--- src/pkg/rcr_map.vh ---
// Register map, field positions and timing counts of the reset cause recorder
`ifndef RCR_MAP_VH
`define RCR_MAP_VH

`define RCR_OFS_FLAGS      4'h0
`define RCR_OFS_IRQ_STATUS 4'h4
`define RCR_OFS_IRQ_MASK   4'h8
`define RCR_OFS_CONTROL    4'hc
`define RCR_OFS_CLK_STATUS 4'h0 + 4'h0

`define RCR_BIT_TRAP_CLASH  15
`define RCR_BIT_BAD_OP      14
`define RCR_BIT_CFG_MISM    9
`define RCR_BIT_PIN_RESET   7
`define RCR_BIT_SOFT_RESET  6
`define RCR_BIT_WDT_EXPIRY  4
`define RCR_BIT_SLEPT       3
`define RCR_BIT_IDLED       2
`define RCR_BIT_BROWNOUT    1
`define RCR_BIT_POWER_ON    0

`define RCR_FLAGS_IMPL_MASK 16'hc2df
`define RCR_FLAGS_POR_VALUE 16'h0003

`define RCR_CTRL_WDT_SOFT_EN 0
`define RCR_CTRL_MON_EN      1

`define RCR_FUSE_WDT_UNPROG  2'h3

`define RCR_SLVERR           2'h2
`define RCR_OKAY             2'h0

`define RCR_CLK_WAIT_NS      1000
`define RCR_CLK_PERIOD_NS    8

`endif

--- src/hw/rcr_clock_gate.v ---
// Holds execution after reset release until a valid clock is handed over
`default_nettype none

module rcr_clock_gate #(
	parameter WAIT_CYCLES = 125
) (
	input  wire aclk,
	input  wire aresetn,
	input  wire sys_reset_active,
	input  wire clock_ready,
	input  wire monitor_en,
	output reg  core_run_reg,
	output reg  use_fast_rc_reg,
	output reg  fallback_pulse_reg
);

	// Last count before fallback, cut to the counter width on purpose
	localparam integer WAIT_LAST_INT = WAIT_CYCLES - 1;
	localparam [15:0]  WAIT_LAST     = WAIT_LAST_INT[15:0];
	reg [15:0] wait_cnt_reg;
	reg        checked_reg;

	// Release waits on a valid source; monitor checks once at release
	always @(posedge aclk)
	begin
		if (!aresetn)
		begin
			core_run_reg       <= 1'b0;
			use_fast_rc_reg    <= 1'b0;
			fallback_pulse_reg <= 1'b0;
			wait_cnt_reg       <= 16'h0000;
			checked_reg        <= 1'b0;
		end
		else if (sys_reset_active)
		begin
			core_run_reg       <= 1'b0;
			use_fast_rc_reg    <= 1'b0;
			fallback_pulse_reg <= 1'b0;
			wait_cnt_reg       <= 16'h0000;
			checked_reg        <= 1'b0;
		end
		else
		begin
			fallback_pulse_reg <= 1'b0;
			if (!checked_reg && monitor_en)
			begin
				// Monitoring starts at the moment of release
				if (clock_ready)
				begin
					checked_reg  <= 1'b1;
					core_run_reg <= 1'b1;
				end
				else if (wait_cnt_reg == WAIT_LAST)
				begin
					checked_reg        <= 1'b1;
					use_fast_rc_reg    <= 1'b1;
					fallback_pulse_reg <= 1'b1;
					core_run_reg       <= 1'b1;
				end
				else
					wait_cnt_reg <= wait_cnt_reg + 16'h0001;
			end
			else if (clock_ready || use_fast_rc_reg)
				core_run_reg <= 1'b1;
		end
	end

endmodule

`default_nettype wire

--- src/hw/rcr_event_latch.v ---
// Sticky event register: set wins over clear, read clears
`default_nettype none

module rcr_event_latch #(
	parameter W = 16
) (
	input  wire         aclk,
	input  wire         aresetn,
	input  wire [W-1:0] set_in,
	input  wire         clear_all,
	input  wire [W-1:0] mask_in,
	output reg  [W-1:0] status_reg,
	output reg          irq_reg
);

	reg [W-1:0] status_next;

	// New events survive a clearing read in the same cycle
	always @*
	begin
		status_next = (clear_all ? {W{1'b0}} : status_reg) | set_in;
	end

	// Status and level interrupt registers
	always @(posedge aclk)
	begin
		if (!aresetn)
		begin
			status_reg <= {W{1'b0}};
			irq_reg    <= 1'b0;
		end
		else
		begin
			status_reg <= status_next;
			irq_reg    <= |(status_next & mask_in);
		end
	end

endmodule

`default_nettype wire

--- src/hw/rcr_top.v ---
// Reset cause recorder with AXI4-Lite register slave
//
// Chosen here: the AXI4-Lite interface to the registers and the address map.
`include "rcr_map.vh"
`default_nettype none

module rcr_top #(
	parameter CLK_WAIT_CYCLES = (`RCR_CLK_WAIT_NS + `RCR_CLK_PERIOD_NS - 1) / `RCR_CLK_PERIOD_NS
) (
	input  wire        aclk,
	input  wire        aresetn,
	input  wire        por_event,
	input  wire        brownout_event,
	input  wire        pin_reset_event,
	input  wire        soft_reset_event,
	input  wire        watchdog_timeout,
	input  wire        trap_clash_event,
	input  wire        bad_op_event,
	input  wire        config_mismatch_event,
	input  wire        power_save_sleep,
	input  wire        power_save_idle,
	input  wire [1:0]  watchdog_fuse_enable,
	input  wire        system_reset_active,
	input  wire        clock_valid,
	input  wire [3:0]  s_axi_awaddr,
	input  wire        s_axi_awvalid,
	output reg         s_axi_awready,
	input  wire [31:0] s_axi_wdata,
	input  wire [3:0]  s_axi_wstrb,
	input  wire        s_axi_wvalid,
	output reg         s_axi_wready,
	output reg  [1:0]  s_axi_bresp,
	output reg         s_axi_bvalid,
	input  wire        s_axi_bready,
	input  wire [3:0]  s_axi_araddr,
	input  wire        s_axi_arvalid,
	output reg         s_axi_arready,
	output reg  [31:0] s_axi_rdata,
	output reg  [1:0]  s_axi_rresp,
	output reg         s_axi_rvalid,
	input  wire        s_axi_rready,
	output reg  [15:0] reset_cause_flags,
	output reg         watchdog_run_reg,
	output reg         core_run,
	output reg         use_fast_rc,
	output reg         irq
);

	// Offset check shared by both channels
	// Address bits 1:0 are ignored, so any byte address within a word selects it
	function is_reg;
		input [3:0] a;
		input [3:0] ofs;
		begin
			is_reg = (a[3:2] == ofs[3:2]);
		end
	endfunction

	// Software-visible state
	reg  [15:0] flags_reg;
	reg  [15:0] flags_next;
	reg  [15:0] irq_mask_reg;
	reg  [1:0]  control_reg;

	// Write channel holding registers; address and data may arrive apart
	reg  [3:0]  aw_addr_reg;
	reg         aw_have_reg;
	reg  [31:0] w_data_reg;
	reg  [3:0]  w_strb_reg;
	reg         w_have_reg;

	// Combinational helpers
	reg  [15:0] hw_set;
	reg  [15:0] wr_val;
	reg         wr_flags;
	reg         rd_status;

	// Outputs of the event latch and the clock gate
	wire [15:0] irq_status;
	wire        irq_level;
	wire        gate_run;
	wire        gate_fast_rc;
	wire        gate_fallback;

	// A write lands once both halves are held and the last response is gone
	wire wr_fire = aw_have_reg && w_have_reg && !s_axi_bvalid;
	// A read lands at its address handshake
	wire rd_fire = s_axi_arvalid && s_axi_arready;

	// Hardware cause vector; all coincident causes land together
	// Each cause is sampled as a level at the clock edge, so a cause that
	// stays high for several cycles keeps setting its flag every cycle
	always @*
	begin
		hw_set = 16'h0000;
		hw_set[`RCR_BIT_TRAP_CLASH] = trap_clash_event;
		hw_set[`RCR_BIT_BAD_OP]     = bad_op_event;
		hw_set[`RCR_BIT_CFG_MISM]   = config_mismatch_event;
		hw_set[`RCR_BIT_PIN_RESET]  = pin_reset_event;
		hw_set[`RCR_BIT_SOFT_RESET] = soft_reset_event;
		hw_set[`RCR_BIT_WDT_EXPIRY] = watchdog_timeout;
		hw_set[`RCR_BIT_SLEPT]      = power_save_sleep;
		hw_set[`RCR_BIT_IDLED]      = power_save_idle;
		hw_set[`RCR_BIT_BROWNOUT]   = brownout_event | por_event;
		hw_set[`RCR_BIT_POWER_ON]   = por_event;
	end

	// Byte-lane merge of a software write into the flags
	// Only the two low lanes carry flags; the upper lanes are ignored
	// An unstrobed lane keeps the current flag value
	always @*
	begin
		wr_val = flags_reg;
		if (w_strb_reg[0])
			wr_val[7:0] = w_data_reg[7:0];
		if (w_strb_reg[1])
			wr_val[15:8] = w_data_reg[15:8];
		wr_flags = wr_fire && is_reg(aw_addr_reg, `RCR_OFS_FLAGS);
	end

	// Flag update: power-on preset, then software, then hardware set
	// Power-on overrides everything, so a coincident cause is not recorded
	// Otherwise software goes first and hardware sets are merged last,
	// so an event never loses against a software write in the same cycle
	// The watchdog flag is cleared by a power-save entry unless a timeout
	// arrives in that same cycle
	always @*
	begin
		if (por_event)
			flags_next = `RCR_FLAGS_POR_VALUE;
		else
		begin
			flags_next = wr_flags ? (wr_val & `RCR_FLAGS_IMPL_MASK) : flags_reg;
			if (power_save_sleep || power_save_idle)
				flags_next[`RCR_BIT_WDT_EXPIRY] = 1'b0;
			flags_next = flags_next | hw_set;
		end
	end

	// Flags are not cleared by aresetn; only power-on presets them
	// A bus reset must keep the record of why the device last reset
	// The output port carries a registered copy of the same value
	always @(posedge aclk)
	begin
		flags_reg         <= flags_next;
		reset_cause_flags <= flags_next;
	end

	// Write address and data are taken independently
	// Each ready is a one-cycle pulse answering a valid seen the edge before
	// A held half is freed when its write lands, before the response is accepted,
	// so a new half may be taken while the last response is still pending
	// Offsets outside the four registers answer with a slave error
	always @(posedge aclk)
	begin
		if (!aresetn)
		begin
			aw_have_reg   <= 1'b0;
			w_have_reg    <= 1'b0;
			aw_addr_reg   <= 4'h0;
			w_data_reg    <= 32'h00000000;
			w_strb_reg    <= 4'h0;
			s_axi_awready <= 1'b0;
			s_axi_wready  <= 1'b0;
			s_axi_bvalid  <= 1'b0;
			s_axi_bresp   <= `RCR_OKAY;
		end
		else
		begin
			s_axi_awready <= !aw_have_reg && !s_axi_awready && s_axi_awvalid;
			s_axi_wready  <= !w_have_reg && !s_axi_wready && s_axi_wvalid;
			if (s_axi_awvalid && s_axi_awready)
			begin
				aw_have_reg <= 1'b1;
				aw_addr_reg <= s_axi_awaddr;
			end
			if (s_axi_wvalid && s_axi_wready)
			begin
				w_have_reg <= 1'b1;
				w_data_reg <= s_axi_wdata;
				w_strb_reg <= s_axi_wstrb;
			end
			if (wr_fire)
			begin
				aw_have_reg  <= 1'b0;
				w_have_reg   <= 1'b0;
				s_axi_bvalid <= 1'b1;
				if (is_reg(aw_addr_reg, `RCR_OFS_FLAGS) || is_reg(aw_addr_reg, `RCR_OFS_IRQ_STATUS)
					|| is_reg(aw_addr_reg, `RCR_OFS_IRQ_MASK) || is_reg(aw_addr_reg, `RCR_OFS_CONTROL))
					s_axi_bresp <= `RCR_OKAY;
				else
					s_axi_bresp <= `RCR_SLVERR;
			end
			else if (s_axi_bvalid && s_axi_bready)
				s_axi_bvalid <= 1'b0;
		end
	end

	// Mask and control registers written by software
	// Control bit 0 is the soft watchdog enable, bit 1 the clock monitor enable
	always @(posedge aclk)
	begin
		if (!aresetn)
		begin
			irq_mask_reg <= 16'h0000;
			control_reg  <= 2'h0;
		end
		else if (wr_fire)
		begin
			if (is_reg(aw_addr_reg, `RCR_OFS_IRQ_MASK))
			begin
				if (w_strb_reg[0])
					irq_mask_reg[7:0] <= w_data_reg[7:0];
				if (w_strb_reg[1])
					irq_mask_reg[15:8] <= w_data_reg[15:8];
			end
			else if (is_reg(aw_addr_reg, `RCR_OFS_CONTROL) && w_strb_reg[0])
				control_reg <= w_data_reg[1:0];
		end
	end

	// Read channel: one read at a time, status cleared by its read
	// Read data are captured at the address handshake and stand with rvalid
	// until rready; the next address is not taken while rvalid is high
	// Control reads also return watchdog run, fast RC select and core run
	// Unmapped offsets read as zero with a slave error
	always @(posedge aclk)
	begin
		if (!aresetn)
		begin
			s_axi_arready <= 1'b0;
			s_axi_rvalid  <= 1'b0;
			s_axi_rdata   <= 32'h00000000;
			s_axi_rresp   <= `RCR_OKAY;
		end
		else
		begin
			s_axi_arready <= !s_axi_arready && !s_axi_rvalid && s_axi_arvalid;
			if (rd_fire)
			begin
				s_axi_rvalid <= 1'b1;
				s_axi_rresp  <= `RCR_OKAY;
				if (is_reg(s_axi_araddr, `RCR_OFS_FLAGS))
					s_axi_rdata <= {16'h0000, flags_reg};
				else if (is_reg(s_axi_araddr, `RCR_OFS_IRQ_STATUS))
					s_axi_rdata <= {16'h0000, irq_status};
				else if (is_reg(s_axi_araddr, `RCR_OFS_IRQ_MASK))
					s_axi_rdata <= {16'h0000, irq_mask_reg};
				else if (is_reg(s_axi_araddr, `RCR_OFS_CONTROL))
					s_axi_rdata <= {24'h000000, core_run, use_fast_rc, watchdog_run_reg,
						3'h0, control_reg};
				else
				begin
					s_axi_rdata <= 32'h00000000;
					s_axi_rresp <= `RCR_SLVERR;
				end
			end
			else if (s_axi_rvalid && s_axi_rready)
				s_axi_rvalid <= 1'b0;
		end
	end

	// A read of the event status register clears it in the same cycle
	always @*
	begin
		rd_status = rd_fire && is_reg(s_axi_araddr, `RCR_OFS_IRQ_STATUS);
	end

	// Interrupt events: each hardware cause, plus clock fallback on bit 5
	// The event status shares the flag layout; bit 5 is free there
	// A clearing read never hides an event that lands in the same cycle
	rcr_event_latch #(
		.W(16)
	) u_events (
		.aclk       (aclk),
		.aresetn    (aresetn),
		.set_in     (hw_set | {10'h000, gate_fallback, 5'h00}),
		.clear_all  (rd_status),
		.mask_in    (irq_mask_reg),
		.status_reg (irq_status),
		.irq_reg    (irq_level)
	);

	// Execution hold and clock monitor, independent of reset delays
	// Oscillator readiness arrives on its own input, so reset release may
	// come before any clock is usable
	// Without the monitor, the core waits for a valid clock indefinitely
	rcr_clock_gate #(
		.WAIT_CYCLES(CLK_WAIT_CYCLES)
	) u_clock (
		.aclk               (aclk),
		.aresetn            (aresetn),
		.sys_reset_active   (system_reset_active),
		.clock_ready        (clock_valid),
		.monitor_en         (control_reg[`RCR_CTRL_MON_EN]),
		.core_run_reg       (gate_run),
		.use_fast_rc_reg    (gate_fast_rc),
		.fallback_pulse_reg (gate_fallback)
	);

	// Output registers: watchdog run, execution hold, oscillator select, irq
	// An unprogrammed fuse field forces the watchdog on whatever software says
	// Gate and latch outputs pass one more register, adding a cycle of lag
	always @(posedge aclk)
	begin
		if (!aresetn)
		begin
			watchdog_run_reg <= 1'b0;
			core_run         <= 1'b0;
			use_fast_rc      <= 1'b0;
			irq              <= 1'b0;
		end
		else
		begin
			watchdog_run_reg <= (watchdog_fuse_enable == `RCR_FUSE_WDT_UNPROG)
				|| control_reg[`RCR_CTRL_WDT_SOFT_EN];
			core_run         <= gate_run;
			use_fast_rc      <= gate_fast_rc;
			irq              <= irq_level;
		end
	end

endmodule

`default_nettype wire

--- config.mk ---
export PLATFORM = sky130hd
export DESIGN_NAME = rcr_top
export DESIGN_NICKNAME = d
export VERILOG_FILES = /design/src/hw/rcr_clock_gate.v /design/src/hw/rcr_event_latch.v /design/src/hw/rcr_top.v
export VERILOG_INCLUDE_DIRS = /design/src /design/src/pkg
export SDC_FILE = /design/constraint.sdc
export NUM_CORES = 1
export LEC_CHECK = 0
export BUFFER_PORTS_ARGS = -buffer_cell sky130_fd_sc_hd__buf_2
export CORE_MARGIN = 2
export CORE_UTILIZATION = 45
export CTS_CLUSTER_DIAMETER = 40
export DETAILED_ROUTE_END_ITERATION = 10
export PLACE_DENSITY_LB_ADDON = 0.1
export SLEW_MARGIN = 20
export SYNTH_ARGS = -nofsm -noshare
export SYNTH_HDL_FRONTEND = slang
export SYNTH_HIERARCHICAL = 1
export SYNTH_SLANG_ARGS = --single-unit
export TNS_END_PERCENT = 1
--- constraint.sdc ---
create_clock -name aclk -period 2.6 [get_ports aclk]
set_clock_uncertainty 0.05 [all_clocks]
set_input_delay 0.39 -clock aclk [delete_from_list [all_inputs] [get_ports aclk]]
set_output_delay 0.39 -clock aclk [all_outputs]
set_load 0.01 [all_outputs]
==> Word-level counts from Yosys, hierarchy flattened <==
Index checks and enable logic that the tools add are counted.
Widths: inputs -> output; s select.
{ "word_totals": {"output_inout_bits": 61, "regBits": 140, "wordCells": 120, "in_bits": 65} }
{ "classes": {"n_bitwise": 10, "add_sub_neg": 1, "n_reduce_logical": 48, "eq_ne": 9, "mux": 24} }
{ "ops": {"columns": ["op", "count"], "rows": [
  ["$mux 16", 5],
  ["$or 16x16->16", 2],
  ["$mux 8", 3],
  ["$logic_and 1x1->1", 17],
  ["$add 16x1->16 const B", 1],
  ["$and 16x16->16", 1],
  ["$eq 16x7->1 const B", 1],
  ["$or 16x6->16", 1],
  ["$reduce_or 16->1", 1],
  ["$reduce_and 3->1", 5],
  ["$mux 1", 11],
  ["$eq 2x2->1 const B", 5],
  ["$mux 2", 5],
  ["$logic_not 1->1", 8],
  ["$reduce_bool 2->1", 4],
  ["$logic_or 1x1->1", 6],
  ["$not 1->1", 5],
  ["$eq 2x1->1 const B", 2],
  ["$logic_not 2->1", 2],
  ["$reduce_and 2->1", 2],
  ["$reduce_or 2->1", 2],
  ["$reduce_or 4->1", 1],
  ["$ne 3x3->1 const B", 1],
  ["$or 1x1->1", 1]
]} }

==> Longest topological paths before layout <==
Gate-level depths: netlist of the first run.
{ "depth": {"word_depth": 7, "mapped_depth": 9, "depth_no_buf": 7} }

==> By module <==
Netlist of the first run, hierarchy kept.
{ "by_module_without_submodules": {"columns": ["mod", "cells_per_inst", "seq_area_each_um2", "instances", "area_per_inst_um2"], "rows": [
  ["rcr_top", 380, 1541.5, 1, 3303.2],
  ["rcr_clock_gate", 124, 400.4, 1, 1007.2],
  ["rcr_event_latch", 74, 340.3, 1, 732.0]
]} }

==> Least setup slack after synthesis of the first run <==
Ideal clock, no wire load.
{ "synth_timing": {"path_kind": "input-to-reg", "start": "in clock_valid", "end": "reg u_clock.wait_cnt_reg[11]", "cell_stages": 5, "required_time_ns": 2.480, "setup_time_ns": 0.070, "slack_ns": 0.693, "t_arrival_ns": 1.787, "path_buffers": 1, "cell_sequence": "or3b_1 buf_2 or4_4 or3_1 a21oi_1"} }
{ "synth_between": {"elab_chain_len": 2} }
{ "synth_lines": {"columns": ["item", "line_no", "source"], "rows": [
  ["from (decl)", "rcr_top.v:24", "input wire clock_valid,"],
  ["$not 1->1 (no source line)", null, null],
  ["$reduce_and 3->1 (no source line)", null, null],
  ["to (signal assigned)", "rcr_clock_gate.v:61", "wait_cnt_reg <= wait_cnt_reg + 16'h0001;"],
  ["to (decl)", "rcr_clock_gate.v:20", "reg [15:0] wait_cnt_reg;"]
]} }
Every way passes these cells.
A chain may end at the register's enable or synchronous reset.

==> Worst setup path in the final report of the first run <==
{ "layout_timing": {"start": "reg u_clock.wait_cnt_reg[0]", "end": "reg u_clock.wait_cnt_reg[11]"} }
{ "layout_between": {"elab_chain_len": 3, "elab_cells_between_ends": 4, "classes_between": "1 x add/sub; 1 x eq/ne; 1 x bitwise; 1 x reduce/logical"} }
{ "layout_lines": {"columns": ["item"], "rows": [
  ["branches (longest 3 deep; another with $add 16x1->16)"]
]} }
Several ways; the timed one is not identified.

==> results, run 1 <==
- The hold-critical path endpoint is w_data_reg[11].
- The required time at the endpoint of the critical path is approximately 3.0 ns.
- The number of iterations in the first detailed-routing pass is 5.
- 0 antenna diodes ended up in the layout.
- The normalized max-slew margin is 56.31%.
- TritonCTS created 17 clock buffers.
- The wire-length estimate of the detail-placed layout is a little over 9000 um.
- The total routing usage reported by global routing is roughly 22%.
- The clock root buffer is sky130_fd_sc_hd__clkbuf_8.
- The width of the die is about 110 um.
- Along the worst path, the maximum fanout reaches 18.
- Summed over all failing endpoints, the final setup total negative slack is 0 ns.
- After synthesis, the largest area contributor takes up between 40% and 50% of total cell area.
- The final hold violation count is 0.
- The maximum frequency from static timing analysis is about 0.47 GHz.
- After detailed routing, the number of vias per cell comes to ~5.3.
- The number of global-route vias before repair is between 4,000 and 5,000.
- The mean cell area of the mapped netlist is just under 9 um2.
- The worst hold path begins at s_axi_wdata[11].
- The hold buffer count at cts is 0.
- Data on the critical path arrives at its endpoint at 2.52 ns.
- The synthesized netlist devotes 19.93% of its cell area to compound gates.
- Max-cap violations in this run came to 0.
- The post-route netlist has a little over a fifth of its cells at a drive strength greater than 1.
- Walking the worst path, the cells encountered are inv_1, ha_1, nor4bb_1, and4_1, o21ai_0, a21oi_1.
- The synthesized netlist devotes 0.4963% of its cell area to adder and majority cells.
- The overall die area is around 0.012 mm2.
- After synthesis, the share of cell area in mux cells is roughly 3.3%.
- The startpoint type of the worst setup path is a flop.
- Once routing completed, OpenROAD measured the worst setup slack at between 0.4 and 0.5 ns.
- Setup violations remaining at the end of the flow were counted as 0.
- The worst register-to-register path begins at u_clock/wait_cnt_reg[0].
- After detailed routing, the number of remaining DRC violations is 0.
- The total number of vias is around 4,300.
- sky130_fd_sc_hd__dfxtp_1 takes more of the synthesized area than any other cell.
- The setup slack on the worst flop-to-flop path is approximately 0.47 ns.
- The starting density of the core is 46.31%.
- The number of nets in the layout is approximately 730.
- Sequential elements use 45.26% of the synthesized area.
- The reported net switching power is 0.9885 mW.
- Entering global routing, the biggest net connects 31 pins.
- Counting flops with an async set or reset pin after synthesis yields a share of 0%.
- The height of the die is ~110 um.
- STA classifies the critical path endpoint as a flop.
- Sequential cells account for approximately two fifths of the total power.
- The core box area is around 0.011 mm2.
- The filler cell count is 1,037.
- The worst setup path is of the flop to flop kind.
- The standard cell with the maximum stage delay on the critical path is sky130_fd_sc_hd__and4_1.
- The post-synthesis cell count is just under 600.
- The final hold slack is roughly 0.054 ns.
- The most frequent cell after synthesis is sky130_fd_sc_hd__dfxtp_1.
- The clock transition time at the flip-flop clock pins of the worst setup and hold paths is ~0.05 ns.
- The flow ran to the end, and the final reports show no timing, DRC or antenna violations.
- Setup repair after global routing left no endpoint under its margin.
- The number of warnings reported in the yosys synthesis log is 6.
- The number of flops mapped to enable cells by yosys is 0.
- The clock network is responsible for roughly 53% of the overall power.
- The worst path uses around four fifths of the clock period.
- The initialized floorplan defines 38 standard-cell rows.
- The number of antenna violations at the first check in global routing is 0.
- The sequential cell area in the final layout is 0.002282 mm2.
- Among all flip-flop cells after synthesis, the most frequent one is sky130_fd_sc_hd__dfxtp_1.
- Dividing total power by cell area gives a power density of approximately 740 mW/mm2.
- The capture instance of the worst register-to-register path is u_clock/wait_cnt_reg[11].
- In the final layout, the multi-input gates occupy roughly 0.0025 mm2.
- TritonCTS built the clock tree.
- CTS saw between 100 and 150 sinks.
- After synthesis, the largest family of logic cells by area is simple AND/OR/NAND/NOR gates.
- Counting both buffers and inverters, the worst setup path holds a total of 1.
- The first-pass GRT wire length is around 20,000 um.
- The switching power as a share of total power is about 22%.
- For this run, the slowest stage of the critical path takes 0.63 ns.
- The slew at the pin with the worst max-slew slack is about 0.66 ns.
- The H-tree was split into 4 levels.
- In this run the post-CTS setup repair buffer count came out at 0.
- For this run the aggregate overflow at the end of global routing stands at 0.
- After synthesis the netlist holds a flip-flop and latch count of around 110.
- The clock reaches the later pin of the worst-skew pair after approximately 0.52 ns.
- The number of gates resized after cts is 0.
- The mapped netlist covers approximately 0.0050 mm2.
- The count of buffers added on input and output ports is a little under 80.
- The congestion estimate from routability-driven global placement came to between 0.8 and 0.9.
- The number of cells on the worst reg-to-reg path is 6.
- On the critical path the largest part of the delay comes from simple AND/OR/NAND/NOR gates.
- The setup slack at placement is around 0.41 ns.
- After synthesis, the netlist uses 57 different library cells.
- Subtracting the final worst setup slack from the clock period gives roughly 2.1 ns.
- The leakage power of the design is approximately 2.4 nW.
- The simple-gate share of the synthesized area is a little under a quarter.
- The min-delay analysis places its worst path in the category primary input to flop.
- The I/O pin count is 126.
- The instance area after placement is roughly 0.0054 mm2.
- Cell internal power was estimated by the tool at around 3.5 mW.
- The total wire length is about 13,000 um.
- Dividing the detail-routed wire length by the instance count gives approximately 16 um.
- The number of design-rule violations left by the first detailed-router iteration is about 330.
- The worst hold path passes through 3 cells.
- By area the synthesized netlist is led by sky130_fd_sc_hd__dfxtp_1 (45%), sky130_fd_sc_hd__a21oi_1 (7.1%), sky130_fd_sc_hd__nand2_1 (4.5%), sky130_fd_sc_hd__buf_4 (3.9%), sky130_fd_sc_hd__o21ai_0 (3.6%).
- The number of nets with antenna violations after routing is 0.
- Sorting the synthesized cells by how often they occur yields sky130_fd_sc_hd__dfxtp_1 (114), sky130_fd_sc_hd__a21oi_1 (72), sky130_fd_sc_hd__nand2_1 (60).
- The post-synthesis xor/xnor area fraction is 0.1737%.
- The final-report max-slew violation count is 0.
- The area growth from synthesis to layout is 19.70%.
- The finished cells cover 0.006036 mm2.
- The worst voltage drop across the vdd grid is about 360 uV.
- In this run the deepest clock path goes through 2 buffers.
- The combinational fraction of design power is around 6.3%.
-- power by group through the flow --
stage	Combinational (mW)	Sequential, mW	Clock [mW]
floorplan	0.204	1.87	0
finish	0.280	1.84	2.34
global placement	0.274	1.87	0
detailed placement	0.280	1.88	0
global route	0.315	1.85	2.47
CTS	0.282	1.84	2.38
-- how the worst max path moves through the flow --
stage,start,to,slack (ns),depth (start not counted)
global route,u_clock/wait_cnt_reg[0],u_clock/wait_cnt_reg[2],0.35,6
global placement,s_axi_araddr[3],u_events/irq_reg,0.48,9
floorplan,clock_valid,u_clock/wait_cnt_reg[11],0.69,5
detailed placement,s_axi_araddr[3],u_events/irq_reg,0.41,9
CTS,u_clock/wait_cnt_reg[0],u_clock/wait_cnt_reg[11],0.54,6
finish,u_clock/wait_cnt_reg[0],u_clock/wait_cnt_reg[11],0.47,6
-- area by class of cell --
| class | instances | area share [%] |
|---|---|---|
| tap | 140 | 2.902 |
| sequential | 114 | 37.81 |
| clock buffer | 23 | 7.898 |
| timing repair buffer | 89 | 7.794 |
| clock inverter | 8 | 2.094 |
| multi-input combinational | 431 | 41.13 |
| inverter | 6 | 0.3731 |
-- tightest hold or removal path: stages --
cell and delay, ns:
sky130_fd_sc_hd__buf_2 0.09, sky130_fd_sc_hd__nand2_1 0.04, sky130_fd_sc_hd__a21oi_1 0.05
-- stage by stage --
| step | util, % | power [mW] | std cells |
|---|---|---|---|
| floorplan | - | 2.078 | 611 |
| global placement | 49.90 | 2.148 | 780 |
| detailed placement | 49.90 | 2.157 | 780 |
| CTS | 55.44 | 4.506 | 811 |
| global route | 55.44 | 4.636 | 811 |
| finish | 55.44 | 4.461 | 811 |
-- cells by family (layout without fill, tap and decap cells) --
logic type      count (synthesis)  in the layout
compound gates                172            172
other cells                     1             34
mux                            11             11
fa+ha+maj                       2              2
simple gates                  211            211
xor+xnor                        1              1
flops                         114            114
buf+inv                        66            126
-- per-layer routing --
metal	GRT usage, %	vias up	wire length [um]
met4	7.052	0	141
met1	31.71	1999	6283
li1	-	2188	-
met3	5.513	13	672
met5	0	-	0
met2	32.52	133	5502
-- layout by cell type, fill, tap and decap left out, drive strengths merged, types with 7 or more instances in the layout --
cell      n
dfxtp   114
buf      89
a21oi    72
nand2    60
o21ai    58
conb     34
nand3    29
clkbuf   23
nor2     19
o21a     16
nand4    15
nor2b    13
nor3     11
and2      9
or3       8
and2b     8
nor4      7
(Power assumes the default switching activity.)
==> run 2, diff against run 1 <==
==> constraint.sdc (replaced) <==
create_clock -name aclk -period 1.9 [get_ports aclk]
set_clock_uncertainty 0.05 [all_clocks]
set_input_delay 0.285 -clock aclk [delete_from_list [all_inputs] [get_ports aclk]]
set_output_delay 0.285 -clock aclk [all_outputs]
set_load 0.01 [all_outputs]
==> run 2 against run 1 <==
Register-to-register slack got worse by 0.42 ns. Critical path type is now primary input to flop. Largest cell class unchanged. Clock power increased by 30%. Sequential power is 37% higher. Clock-buffer cell count increased by 2. Critical path depth rose by 4. Largest power group unchanged.
==> results, run 2 (same netlist as run 1, synthesis figures left out) <==
- The normalized max-slew margin is a little under three fifths.
- In the finished design, the share of the clock period the worst path needs comes to just under 100%.
- The floorplan step set the die height to roughly 110 um.
- The total setup violations reported at the end of the flow is 0.
- The final-report max-slew violation count is 0.
- The total number of vias is 4,574.
- At the worst endpoint, the arrival time is approximately 2.2 ns.
- In the final layout, the share of cells above drive strength 1 is between 20 and 25%.
- The final hold violation count is 0.
- The count of buffers from port buffering is between 70 and 80.
- The number of antenna violations at the first check in global routing is 0.
- The first global-routing pass estimated between 20,000 and 25,000 um of wire.
- The top cell types in the final layout, fill and taps aside, are sky130_fd_sc_hd__dfxtp_1 (111), sky130_fd_sc_hd__buf_2 (79), sky130_fd_sc_hd__a21oi_1 (70).
- The class of the most critical setup path is primary input to flop.
- The number of global-route vias before repair came to 4,199.
- The source-to-sink clock delay at the later pin of the worst-skew pair is ~0.5 ns.
- The H-tree was split into 4 levels.
- The CTS sink count is about 110.
- Once layout is done, the placed cells without fillers occupy 0.006551 mm2.
- The total clock buffers created by CTS is 17.
- The core region is between 0.01 and 0.015 mm2.
- The total routing usage reported by global routing is about 23%.
- For the worst setup path, the data required time is between 2 and 2.5 ns.
- The run finished with clean final reports.
- The instance area after placement is 0.005570 mm2.
- The routability congestion estimate from global placement is between 0.8 and 0.9.
- The startpoint type of the worst setup path is a primary input.
- The die is approximately 110 um wide.
- The final antenna diode count is 0.
- The first TritonRoute pass finished after 5 iterations.
- Setup repair after global routing could not meet its margin everywhere.
- The floorplan has 38 rows.
- The cell sitting at the root of the clock tree is a sky130_fd_sc_hd__clkbuf_8.
- For this design the ratio of total power to cell area is a little over 900 mW/mm2.
- The number of nets with antenna violations after routing is 0.
- The wire length per cell is approximately 15 um.
- The leakage power of the design is between 2 and 3 nW.
- The number of nets in the layout is just under 800.
- The total congestion overflow is 0.
- For this run, design rule violations remaining after detail routing come to 0.
- The smallest clock period supported by the final layout is computed as around 1.9 ns.
- The mean number of vias per cell is about 5.3.
- The tool flagged a number of max-cap violations equal to 0.
- The routed design has approximately 13,000 um of wire.
- The clock tree from TritonCTS is built.
- Clock-pin slew was measured on the worst setup and hold paths at about 0.05 ns.
- The setup check on the worst reg-to-reg path leaves a slack of 0.05 ns.
- For this configuration, the core starts out at a cell density of 46.31%.
- The worst-case IR drop observed on VDD is 478.3 uV.
- Entering global routing, the biggest net connects 30 pins.
- The overall die area is approximately 0.012 mm2.
- The maximum frequency from static timing analysis is ~0.54 GHz.
- Leaving out fill and tap cells, the most frequent cell in the layout is sky130_fd_sc_hd__dfxtp_1.
- The area growth from synthesis to layout is 29.93%.
- For the pin with the worst max-slew slack, the measured transition is 0.6470 ns.
- The design draws ~6.0 mW.
- STA classifies the critical path endpoint as a flop.
- Pin placement for this block handled 126 I/O pins.
- The largest fanout of any net on the critical path is 16.
- The maximum buffer depth of the clock tree is 2.
- The path class of the tightest hold or removal check is primary input to flop.
- The first routing iteration left about 280 violations.
- The HPWL after detailed placement is roughly 9200 um.
==> run 2: cell types whose count changed in the layout (fill, tap and decap cells not counted), moves of 3 or more <==
cell,delta
sky130_fd_sc_hd__dfxtp_1,-3
sky130_fd_sc_hd__clkinvlp_4,-3
sky130_fd_sc_hd__dlygate4sd3_1,+35
sky130_fd_sc_hd__dfxtp_2,+3
sky130_fd_sc_hd__buf_4,+15
==> run 2: stage by stage <==
stage           TNS, ns  util [%]  hold slack [ns]  instances  worst slack [ns]
4_1_cts               0     59.62         0.007106        860           0.02055
3_3_place_gp   -0.01755     51.16           0.3720        795          -0.01755
3_5_place_dp   -0.04911     51.16           0.3858        795          -0.04911
6_report              0     60.17          0.03035        862           0.03151
5_1_grt        -0.07221     60.17          0.02483        862          -0.04932
2_1_floorplan         0         -           0.3533        611           0.01331
==> run 2: where the power goes <==
| part | total (mW) | switching, mW | internal (mW) |
|---|---|---|---|
| sequential | 2.52 | 0.0533 | 2.47 |
| clock | 3.05 | 1.04 | 2.02 |
| combinational | 0.454 | 0.237 | 0.217 |
| total | 6.03 | 1.33 | 4.70 |
==> run 2: critical path: stages <==
cell and delay, ns:
sky130_fd_sc_hd__dlygate4sd3_1 0.53, sky130_fd_sc_hd__buf_2 0.12, sky130_fd_sc_hd__and2_1 0.15, sky130_fd_sc_hd__and2_4 0.16, sky130_fd_sc_hd__buf_12 0.13, sky130_fd_sc_hd__and2b_1 0.19
sky130_fd_sc_hd__o21ai_1 0.14, sky130_fd_sc_hd__nand4_1 0.14, sky130_fd_sc_hd__nor4_2 0.28, sky130_fd_sc_hd__nor2b_1 0.08
==> run 2: final cells by class <==
class / instances / area [um2]
Clock inverter: 5 / 75.07
Tap cell: 140 / 175.2
Fill cell: 962 / 4337
Timing Repair Buffer: 141 / 973.4
Sequential cell: 114 / 2286
Clock buffer: 25 / 494.2
Multi-Input combinational cell: 431 / 2525
Inverter: 6 / 22.52
==> run 2: what timing repair did <==
action | CTS | global route
resized for setup | 1 | 15
pin swaps | 0 | 2
setup buffers | 0 | 2
setup endpoints to repair | 5 | 10
endpoints found under the hold margin | 35 | 0
hold buffers | 35 | 0
==> run 2: worst paths after layout <==
check                                    start                       end  cells past startpoint
worst max-delay path             s_axi_arvalid          u_events/irq_reg                     10
worst min-delay path                   aresetn              s_axi_wready                      3
worst max register to register  control_reg[1]  u_clock/wait_cnt_reg[11]                      4
worst min register to register    s_axi_rvalid             s_axi_arready                      1
==> run 2: per-layer routing <==
metal / vias up / track usage, % / wire length [um]
met5: - / 0 / 0
met4: 0 / 8.137 / 119
met3: 9 / 4.920 / 664
met2: 121 / 35.36 / 6096
met1: 2149 / 31.74 / 6375
li1: 2295 / - / -
